--- config.mk ---
export PLATFORM = sky130hd
export DESIGN_NAME = bus_ctl_events
export DESIGN_NICKNAME = d
export VERILOG_FILES = /design/src/bus_ctl_events.v
export VERILOG_INCLUDE_DIRS = /design/src /design/src/inc
export SDC_FILE = /design/constraint.sdc
export NUM_CORES = 1
export LEC_CHECK = 0
export BUFFER_PORTS_ARGS = -buffer_cell sky130_fd_sc_hd__buf_2
export CAP_MARGIN = 20
export CORE_AREA = 4 4 90 92
export CTS_CLUSTER_SIZE = 16
export DETAILED_ROUTE_END_ITERATION = 12
export DIE_AREA = 0 0 94 96
export PLACE_DENSITY = 0.71
export SLEW_MARGIN = 25
export SYNTH_ARGS = -nofsm -noshare
export SYNTH_HDL_FRONTEND = slang
export SYNTH_SLANG_ARGS = --single-unit
export TNS_END_PERCENT = 10
--- constraint.sdc ---
create_clock -name I_CLOCK -period 2.8 [get_ports I_CLOCK]
set_clock_uncertainty 0.1 [all_clocks]
set_input_delay 0.42 -clock I_CLOCK [delete_from_list [all_inputs] [get_ports I_CLOCK]]
set_output_delay 0.42 -clock I_CLOCK [all_outputs]
set_load 0.005 [all_outputs]
--- src/inc/bus_ctl_regs.vh ---
`ifndef BUS_CTL_REGS_VH
`define BUS_CTL_REGS_VH

// ----------------------------------------
// Register byte addresses
// ----------------------------------------
`define ADDR_BUS_CONTROL 8'h00
`define ADDR_BUS_STATUS_PRIMARY 8'h04
`define ADDR_BUS_STATUS_SECONDARY 8'h08
`define ADDR_DATA_REGISTER 8'h0c

// ----------------------------------------
// Reset values
// ----------------------------------------
`define RST_BYTE 8'h00
`define RST_WORD 32'h0000_0000

// ----------------------------------------
// Control fields
// ----------------------------------------
`define CR_UNIT_ON 5
`define CR_GC_EN 4
`define CR_START 3
`define CR_ACK 2
`define CR_STOP 1
`define CR_IRQ_EN 0

// ----------------------------------------
// Primary status fields
// ----------------------------------------
`define SR1_EVENT 7
`define SR1_HDR10 6
`define SR1_SENT 5
`define SR1_BUSY 4
`define SR1_BYTE_DONE 3
`define SR1_ADDR_HIT 2
`define SR1_MASTER 1
`define SR1_START_SENT 0

// ----------------------------------------
// Secondary status fields
// ----------------------------------------
`define SR2_ACK_FAIL 4
`define SR2_STOP_SEEN 3
`define SR2_ARB_LOST 2
`define SR2_BUS_ERROR 1
`define SR2_GC_SEEN 0

`endif

--- src/bus_ctl_events.v ---
`timescale 1ns/1ps
`include "bus_ctl_regs.vh"

// Operation
// - All events share one interrupt, gated by enable bit and CPU mask.
// - Every event may wake the core from Wait, none from Halt.
// - Unit off clears all control and status except stop request, releases bus.
// - First enabling write sets only the enable bit; second write takes fields.
// - Unit on switches the pins to their bus alternate function.
// - General call acknowledges 00h, ignores 01h, receive only; clears when off.
// - Start request gives Start; cleared when sent or unit off.
// - Acknowledge enable drives ack after received bytes; clears when off.
// - Master stop request gives Stop; hardware clears it; off keeps it.
// - Slave stop request releases both lines after current byte; software clears.
// - Interrupt enable gates all interrupts and clears when unit off.
// - Clock held low while header, start, byte done, address hit or post-address.
// - Event flag follows any event flag, address sent, and their clearing.
// - Header flag sets after 10-bit header; cleared by SR2 read then data write.
// - Direction flag shows sent or received byte; clears with byte done, stop, loss.
// - Busy sets on Start, clears on Stop or bus error.
// - Sent byte done after ack pulse; cleared by SR1 read then data write.
// - Received byte done after ack sent; cleared by SR1 read then data read.
// - Address hit on own or general call address; cleared by SR1 read or off.
// - Master flag sets on start request; clears on Stop, arbitration loss, off.
// - Start sent flag sets on Start; cleared by SR1 read then address write.
// - Error flags clear on secondary status read or unit off.
module bus_ctl_events
(
  // Clock, reset, enable
  input wire I_CLOCK,
  input wire I_RST_N,
  input wire I_CLK_EN,
  // APB slave
  input wire I_PSEL,
  input wire I_PENABLE,
  input wire I_PWRITE,
  input wire [7:0] I_PADDR,
  input wire [31:0] I_PWDATA,
  output reg [31:0] O_PRDATA,
  output reg O_PREADY,
  output reg O_PSLVERR,
  // Bus pins, sampled only
  input wire I_SCL,
  input wire I_SDA,
  // Core power state and mask
  input wire I_CPU_IMASK,
  input wire I_HALT_MODE,
  // Events from the shift engine
  input wire I_EV_START_SENT,
  input wire I_EV_STOP_SENT,
  input wire I_EV_HEADER_SENT,
  input wire I_EV_ADDR_SENT,
  input wire I_EV_BYTE_TX,
  input wire I_EV_BYTE_RX,
  input wire I_EV_ADDR_MATCH,
  input wire I_EV_GEN_CALL,
  input wire I_EV_ACK_FAIL,
  input wire I_EV_ARB_LOST,
  input wire I_EV_BUS_ERROR,
  input wire [7:0] I_DR_RDATA,
  // Controls to the shift engine
  output reg O_SCL_HOLD,
  output reg O_RELEASE,
  output reg O_PIN_ALT,
  output reg O_START_REQ,
  output reg O_STOP_REQ,
  output reg O_ACK_EN,
  output reg O_GC_EN,
  output reg O_DR_WR,
  output reg O_DR_RD,
  output reg [7:0] O_DR_WDATA,
  // Core interrupt and wake
  output reg O_IRQ,
  output reg O_WAKE
);

  // ----------------------------------------
  // State
  // ----------------------------------------
  reg unit_on_bit;
  reg general_call_enable;
  reg start_req;
  reg ack_en;
  reg stop_req;
  reg irq_enable;
  reg ten_bit_header_sent;
  reg sent_not_received;
  reg bus_busy;
  reg byte_done;
  reg own_address_hit;
  reg master_role;
  reg start_sent;
  reg post_address_event;
  reg ack_failure;
  reg stop_seen;
  reg arbitration_lost;
  reg bus_error;
  reg general_call_seen;
  reg addressed;
  reg sr1_read_seen;
  reg sr2_read_seen;
  reg scl_s1;
  reg scl_s2;
  reg sda_s1;
  reg sda_s2;
  reg sda_prev;

  // ----------------------------------------
  // Bus decode
  // ----------------------------------------
  wire acc = I_PSEL & I_PENABLE & O_PREADY & I_CLK_EN;
  wire wr = acc & I_PWRITE;
  wire rd = acc & ~I_PWRITE;
  wire sel_cr = (I_PADDR == `ADDR_BUS_CONTROL);
  wire sel_sr1 = (I_PADDR == `ADDR_BUS_STATUS_PRIMARY);
  wire sel_sr2 = (I_PADDR == `ADDR_BUS_STATUS_SECONDARY);
  wire sel_dr = (I_PADDR == `ADDR_DATA_REGISTER);
  wire mapped = sel_cr | sel_sr1 | sel_sr2 | sel_dr;
  wire cr_wr = wr & sel_cr;
  wire dr_wr = wr & sel_dr;
  wire dr_rd = rd & sel_dr;
  wire sr1_rd = rd & sel_sr1;
  wire sr2_rd = rd & sel_sr2;
  // Enabling write from off arms only the enable bit
  wire cr_full = cr_wr & unit_on_bit & I_PWDATA[`CR_UNIT_ON];
  wire cr_off = cr_wr & ~I_PWDATA[`CR_UNIT_ON];

  // ----------------------------------------
  // Line condition detect
  // ----------------------------------------
  // Start and Stop seen on the synchronised lines, SDA moving under high SCL
  wire line_start = scl_s2 & sda_prev & ~sda_s2;
  wire line_stop = scl_s2 & ~sda_prev & sda_s2;

  // ----------------------------------------
  // Clearing sequences
  // ----------------------------------------
  wire clr_sb = sr1_read_seen & dr_wr;
  wire clr_hdr = sr2_read_seen & dr_wr;
  wire clr_btf = sr1_read_seen & ((dr_wr & sent_not_received) |
                 (dr_rd & ~sent_not_received));
  wire clr_post = sr1_read_seen & cr_wr;

  wire [7:0] sr1_val;
  wire [7:0] sr2_val;
  wire [7:0] cr_val;
  wire evt_any = ten_bit_header_sent | byte_done | own_address_hit | start_sent |
                 post_address_event | ack_failure | stop_seen | arbitration_lost |
                 bus_error;

  assign cr_val = {2'b00, unit_on_bit, general_call_enable, start_req, ack_en,
                   stop_req, irq_enable};
  assign sr1_val = {evt_any, ten_bit_header_sent, sent_not_received, bus_busy,
                    byte_done, own_address_hit, master_role, start_sent};
  assign sr2_val = {3'b000, ack_failure, stop_seen, arbitration_lost, bus_error,
                    general_call_seen};

  // ----------------------------------------
  // Pin synchronisers
  // ----------------------------------------
  always @(posedge I_CLOCK or negedge I_RST_N)
  begin
    if (!I_RST_N)
    begin
      scl_s1 <= 1'b1;
      scl_s2 <= 1'b1;
      sda_s1 <= 1'b1;
      sda_s2 <= 1'b1;
      sda_prev <= 1'b1;
    end
    else if (I_CLK_EN)
    begin
      scl_s1 <= I_SCL;
      scl_s2 <= scl_s1;
      sda_s1 <= I_SDA;
      sda_s2 <= sda_s1;
      sda_prev <= sda_s2;
    end
  end

  // ----------------------------------------
  // APB slave, one wait state
  // ----------------------------------------
  always @(posedge I_CLOCK or negedge I_RST_N)
  begin
    if (!I_RST_N)
    begin
      O_PREADY <= 1'b0;
      O_PRDATA <= `RST_WORD;
      O_PSLVERR <= 1'b0;
    end
    else if (I_CLK_EN)
    begin
      O_PREADY <= I_PSEL & I_PENABLE & ~O_PREADY;
      O_PSLVERR <= I_PSEL & I_PENABLE & ~O_PREADY & ~mapped;
      if (I_PSEL & I_PENABLE & ~O_PREADY & ~I_PWRITE)
      begin
        if (sel_cr)
          O_PRDATA <= {24'h000000, cr_val};
        else if (sel_sr1)
          O_PRDATA <= {24'h000000, sr1_val};
        else if (sel_sr2)
          O_PRDATA <= {24'h000000, sr2_val};
        else if (sel_dr)
          O_PRDATA <= {24'h000000, I_DR_RDATA};
        else
          O_PRDATA <= `RST_WORD;
      end
    end
  end

  // ----------------------------------------
  // Control register
  // ----------------------------------------
  // All flags are plain CPU-clock flops; bus timing sits in the divider block
  always @(posedge I_CLOCK or negedge I_RST_N)
  begin
    if (!I_RST_N)
    begin
      unit_on_bit <= 1'b0;
      general_call_enable <= 1'b0;
      start_req <= 1'b0;
      ack_en <= 1'b0;
      stop_req <= 1'b0;
      irq_enable <= 1'b0;
    end
    else if (I_CLK_EN)
    begin
      if (cr_wr)
        unit_on_bit <= I_PWDATA[`CR_UNIT_ON];
      if (cr_off || !unit_on_bit)
      begin
        general_call_enable <= 1'b0;
        start_req <= 1'b0;
        ack_en <= 1'b0;
        irq_enable <= 1'b0;
        // Only a disabling write may touch the stop bit while off
        if (cr_off)
          stop_req <= I_PWDATA[`CR_STOP];
      end
      else if (cr_full)
      begin
        general_call_enable <= I_PWDATA[`CR_GC_EN];
        start_req <= I_PWDATA[`CR_START] & ~I_EV_START_SENT;
        ack_en <= I_PWDATA[`CR_ACK];
        irq_enable <= I_PWDATA[`CR_IRQ_EN];
        stop_req <= I_PWDATA[`CR_STOP] & ~(I_EV_STOP_SENT & master_role);
      end
      else
      begin
        if (I_EV_START_SENT)
          start_req <= 1'b0;
        // Slave-role stop request stays until software drops it
        if (I_EV_STOP_SENT && master_role)
          stop_req <= 1'b0;
      end
    end
  end

  // ----------------------------------------
  // Status flags
  // ----------------------------------------
  always @(posedge I_CLOCK or negedge I_RST_N)
  begin
    if (!I_RST_N)
    begin
      ten_bit_header_sent <= 1'b0;
      sent_not_received <= 1'b0;
      bus_busy <= 1'b0;
      byte_done <= 1'b0;
      own_address_hit <= 1'b0;
      master_role <= 1'b0;
      start_sent <= 1'b0;
      post_address_event <= 1'b0;
      ack_failure <= 1'b0;
      stop_seen <= 1'b0;
      arbitration_lost <= 1'b0;
      bus_error <= 1'b0;
      general_call_seen <= 1'b0;
      addressed <= 1'b0;
      sr1_read_seen <= 1'b0;
      sr2_read_seen <= 1'b0;
    end
    else if (I_CLK_EN)
    begin
      if (!unit_on_bit || cr_off)
      begin
        // Whole status cleared while off; busy too, as it is part of it
        ten_bit_header_sent <= 1'b0;
        sent_not_received <= 1'b0;
        bus_busy <= 1'b0;
        byte_done <= 1'b0;
        own_address_hit <= 1'b0;
        master_role <= 1'b0;
        start_sent <= 1'b0;
        post_address_event <= 1'b0;
        ack_failure <= 1'b0;
        stop_seen <= 1'b0;
        arbitration_lost <= 1'b0;
        bus_error <= 1'b0;
        general_call_seen <= 1'b0;
        addressed <= 1'b0;
        sr1_read_seen <= 1'b0;
        sr2_read_seen <= 1'b0;
      end
      else
      begin
        // Sequence trackers: armed by a status read, spent on the next data register access; the SR1 one also on a control write
        if (sr1_rd)
          sr1_read_seen <= 1'b1;
        else if (dr_wr || dr_rd || cr_wr)
          sr1_read_seen <= 1'b0;
        if (sr2_rd)
          sr2_read_seen <= 1'b1;
        else if (dr_wr || dr_rd)
          sr2_read_seen <= 1'b0;

        // In each flag except busy and master the set term stands last so it wins over a clear; in those two the clear wins
        if (line_stop || I_EV_BUS_ERROR)
          bus_busy <= 1'b0;
        else if (line_start)
          bus_busy <= 1'b1;

        if (clr_hdr)
          ten_bit_header_sent <= 1'b0;
        if (I_EV_HEADER_SENT)
          ten_bit_header_sent <= 1'b1;

        if (clr_sb)
          start_sent <= 1'b0;
        if (I_EV_START_SENT)
          start_sent <= 1'b1;

        if (clr_post)
          post_address_event <= 1'b0;
        if (I_EV_ADDR_SENT)
          post_address_event <= 1'b1;

        if (clr_btf)
          byte_done <= 1'b0;
        if (I_EV_BYTE_TX || I_EV_BYTE_RX)
          byte_done <= 1'b1;

        if (clr_btf || line_stop || I_EV_ARB_LOST)
          sent_not_received <= 1'b0;
        if (I_EV_BYTE_TX || I_EV_BYTE_RX)
          sent_not_received <= I_EV_BYTE_TX;

        if (sr1_rd)
          own_address_hit <= 1'b0;
        // Address 01h never reaches a match; general call only while enabled
        if (I_EV_ADDR_MATCH && (!I_EV_GEN_CALL || general_call_enable))
          own_address_hit <= 1'b1;

        if (line_stop)
          general_call_seen <= 1'b0;
        if (I_EV_ADDR_MATCH && I_EV_GEN_CALL && general_call_enable)
          general_call_seen <= 1'b1;

        if (line_stop)
          addressed <= 1'b0;
        if (I_EV_ADDR_MATCH)
          addressed <= 1'b1;

        if (line_stop || I_EV_ARB_LOST)
          master_role <= 1'b0;
        else if ((start_req && !bus_busy) || I_EV_START_SENT)
          master_role <= 1'b1;

        if (sr2_rd)
        begin
          ack_failure <= 1'b0;
          stop_seen <= 1'b0;
          arbitration_lost <= 1'b0;
          bus_error <= 1'b0;
        end
        if (I_EV_ACK_FAIL)
          ack_failure <= 1'b1;
        if (line_stop && addressed && !master_role)
          stop_seen <= 1'b1;
        if (I_EV_ARB_LOST)
          arbitration_lost <= 1'b1;
        if (I_EV_BUS_ERROR)
          bus_error <= 1'b1;
      end
    end
  end

  // ----------------------------------------
  // Engine controls and data port
  // ----------------------------------------
  always @(posedge I_CLOCK or negedge I_RST_N)
  begin
    if (!I_RST_N)
    begin
      O_SCL_HOLD <= 1'b0;
      O_RELEASE <= 1'b1;
      O_PIN_ALT <= 1'b0;
      O_START_REQ <= 1'b0;
      O_STOP_REQ <= 1'b0;
      O_ACK_EN <= 1'b0;
      O_GC_EN <= 1'b0;
      O_DR_WR <= 1'b0;
      O_DR_RD <= 1'b0;
      O_DR_WDATA <= `RST_BYTE;
      O_IRQ <= 1'b0;
      O_WAKE <= 1'b0;
    end
    else if (I_CLK_EN)
    begin
      // Error flags do not stretch the clock; only these do
      O_SCL_HOLD <= unit_on_bit & (ten_bit_header_sent | start_sent | byte_done |
                    own_address_hit | post_address_event);
      // One cycle lag after a flag sets; engine stalls at bit edges anyway
      O_RELEASE <= ~unit_on_bit | (stop_req & ~master_role & byte_done);
      O_PIN_ALT <= unit_on_bit;
      O_START_REQ <= start_req;
      O_STOP_REQ <= stop_req & master_role;
      O_ACK_EN <= ack_en;
      O_GC_EN <= general_call_enable;
      O_DR_WR <= dr_wr;
      O_DR_RD <= dr_rd;
      if (dr_wr)
        O_DR_WDATA <= I_PWDATA[7:0];
      O_IRQ <= evt_any & irq_enable & ~I_CPU_IMASK;
      // Halt stops the wake path entirely
      O_WAKE <= evt_any & irq_enable & ~I_HALT_MODE;
    end
  end

endmodule

==> out/summary.txt <==
run status - completed
Post-Synth Simple-Gate Area - 12.1%
ys flop type - dfrtp_1
Critical path buffers and inverters - 2
row cnt - 31
Seq/Total Area, Yosys - 49.8%
WP data arrival - 2400 ps
layout cell share with drive strength beyond 1 - 37.3%
final global-route overflow total - 0
Post-synth ARST share - 100%
largest net degree at the start of global routing - 36
clock tree root driver cell - clkbuf_8
port bufs - 73
CTS tree - done
Die Wd - 94 µm
Final period util - 82.0%
main combinational cell family by area after synthesis - compound AO/OA/AOI/OAI gates
post-CTS repair timing setup buffer count - 0
clock sinks - 56
Core Region - 7210 µm²
worst-path cell chain - buf_2 > or4_4 > or3_1 > nor3_4 > buf_4 > mux2_2
via-per-instance ratio - 5.18
vias in the first global route - 2207
CP endpoint kind - flop
Pint - 1160 µW
CP Max Fanout - 9
initial core utilization - 39.2%
initial DRC count - 226
Critical Path RT - 2900 ps
first-pass GRT wire length - 11500 µm
Worst-Skew Late Latency - 310 ps
Avg Cell Area, Syn - 11.1 µm²
dpl ws - 150 ps
XOR/XNOR share of the synthesized area - 0.310%
register clock-pin slew on the reported worst setup and hold paths - 100 ps
DR WL/cell - 16.5 µm
Max IR drop VDD - 208 µV
Hold Path Class - input port to flop
Synth Area in Adders - 0%
Cells after Synth - 255
fmax - 436 MHz
Synth Register Bits - 56
Leak - 0.00167 µW
top flop regs - O_DR_WDATA x8, O_PRDATA x8
smallest setup slack after layout - 504 ps
initial antenna violation count - 0
crit-path max cell delay - 550 ps
WS Path Type - input port to flop
total number of vias - 2232
Hold-fix buffers, CTS - 1
Sw Share - 24.4%
GRT Util Overall - 16.4%
first drt pass iteration count - 4
unrepaired setup endpoints after global routing - false
total CTS buffers - 5
clock buffer depth - 2
Synth cell types - 47
max-slew violations - 0
setup violators final - 0
net switching power - 374 µW
Synth Area in Compound Gates - 16.6%
Logic pwr share - 9.8%
final antenna-violating net count - 0
Hold Fails Final Rpt - 0
P&R area growth vs syn - 18.4%
PostCTS Resize Cnt - 0
power per cell area - 459 nW/µm²
Post-DP HPWL - 5600 µm
die area - 9020 µm²
Top delay family on crit path - simple AND/OR/NAND/NOR gates
yosys warns - 0
largest cells by area after synthesis - dfrtp_1, buf_4, mux2_2
# DRC - 0
Mapped Area - 2830 µm²
Post-synth EDFFs - 0
worst slew pin tran - 941 ps
multiplexer share of the synthesized area - 11.4%
CP Launch Type - input port
Antenna diodes - 0
gpl congestion - 0.866
CP max-delay cell - or4_4
clock network fraction of total power - 35.3%
Synth top area share - 44.3%
largest area contributor in the netlist - dfrtp_1
I/O pin count - 122
Die H - 96 µm
max-cap viol count - 0
nets@finish - 400
Max-slew headroom - 37.0%
Fin Setup TNS - 0 ps
Post-Route WL - 7120 µm
post-layout min period - 2300 ps
H-Tree Depth - 2
sequential share of power - 54.9%
[logic make-up after synthesis]
kind of cell | after synthesis
multiplexers | 24
XOR/XNOR | 1
buffers and inverters | 45
AND/OR/NAND/NOR | 61
other | 1
flip-flops | 56
AO/OA/AOI/OAI | 67
[area by class of cell]
type | count | area (µm²)
clock buffer | 6 | 72.6
timing repair buffer | 82 | 435
multi-input combinational | 177 | 1230
inverter | 9 | 33.8
tap | 99 | 124
sequential | 56 | 1410
clock inverter | 2 | 38.8
fill | 711 | 3870
[cells in the final DEF, fill, tap and decap left out, drive strengths merged, types with 2 or more instances in the layout]
cell     instances
a21o             3
a21oi            8
a22o            17
a31oi            2
a32o             3
buf             81
clkbuf           6
conb            24
dfrtp           50
dfstp            6
inv             10
mux2            16
mux2i            3
mux4             5
nand2           21
nand2b           2
nand3            2
nand3b           2
nand4            2
nand4b           3
nor2             8
nor2b            2
nor3             5
nor4             3
o21ai           23
o2bb2ai          3
o31ai            4
or2              2
or3              2
or4              3
[worst reg2reg max path, stage by stage (launching register included)]
cell     delay, ps
dfrtp_1        400
nand4_1        180
or3_1          520
nor3_4         260
buf_4          190
mux2_2         340
[power groups by stage]
stage                     Clock, µW  Combinational (µW)  Sequential [µW]
after CTS                       558                 151              844
final                           543                 150              844
after detailed placement          0                 150              860
after floorplan                   0                99.1              856
after global placement            0                 146              858
after global routing            603                 169              847
[cell usage after synthesis, drive strengths merged, types with 3 or more instances]
cell,count
mux4,5
mux2i,3
nand4b,3
or4,3
inv,9
a22o,17
a32o,3
mux2,16
a21oi,8
nor2,8
dfrtp,50
o21ai,23
clkbuf,7
buf,29
nor3,5
nand2,21
a21o,3
dfstp,6
o31ai,4
o2bb2ai,3
nor4,3
[final timing paths]
kind | end | slack (ps) | cells past startpoint | startpoint
worst max-delay path | O_DR_WDATA[0] | 500 | 6 | I_PADDR[5]
worst min-delay path | O_WAKE | 180 | 2 | I_HALT_MODE
worst max register to register | O_DR_WDATA[0] | 690 | 5 | O_PREADY
worst min register to register | O_DR_WR | 390 | 1 | O_DR_WR
max in group asynchronous | O_PRDATA[3] | 1260 | 3 | I_RST_N
min in group asynchronous | O_PSLVERR | 520 | 2 | I_RST_N
[metrics by stage]
stage / cell area [µm²] / util (%) / total power, µW / std cells / hold slack, ps
after floorplan: 2910 / - / 955 / 278 / 24.4
after global routing: 3350 / 46.4 / 1620 / 431 / 162
after detailed placement: 3230 / 44.7 / 1010 / 422 / 327
after global placement: 3230 / 44.7 / 1000 / 422 / 327
after CTS: 3350 / 46.4 / 1550 / 431 / 168
final: 3350 / 46.4 / 1540 / 431 / 177
[metal layers]
layer  part of all wire, %  track usage [%]  vias up
li1                      -                -     1043
met1                    42             22.4     1079
met2                    48             25.6       94
met4                   2.6             6.38        0
met3                   7.2             3.52       16
met5                     0                0        -
No activity file was read; power rests on OpenSTA's default activity.
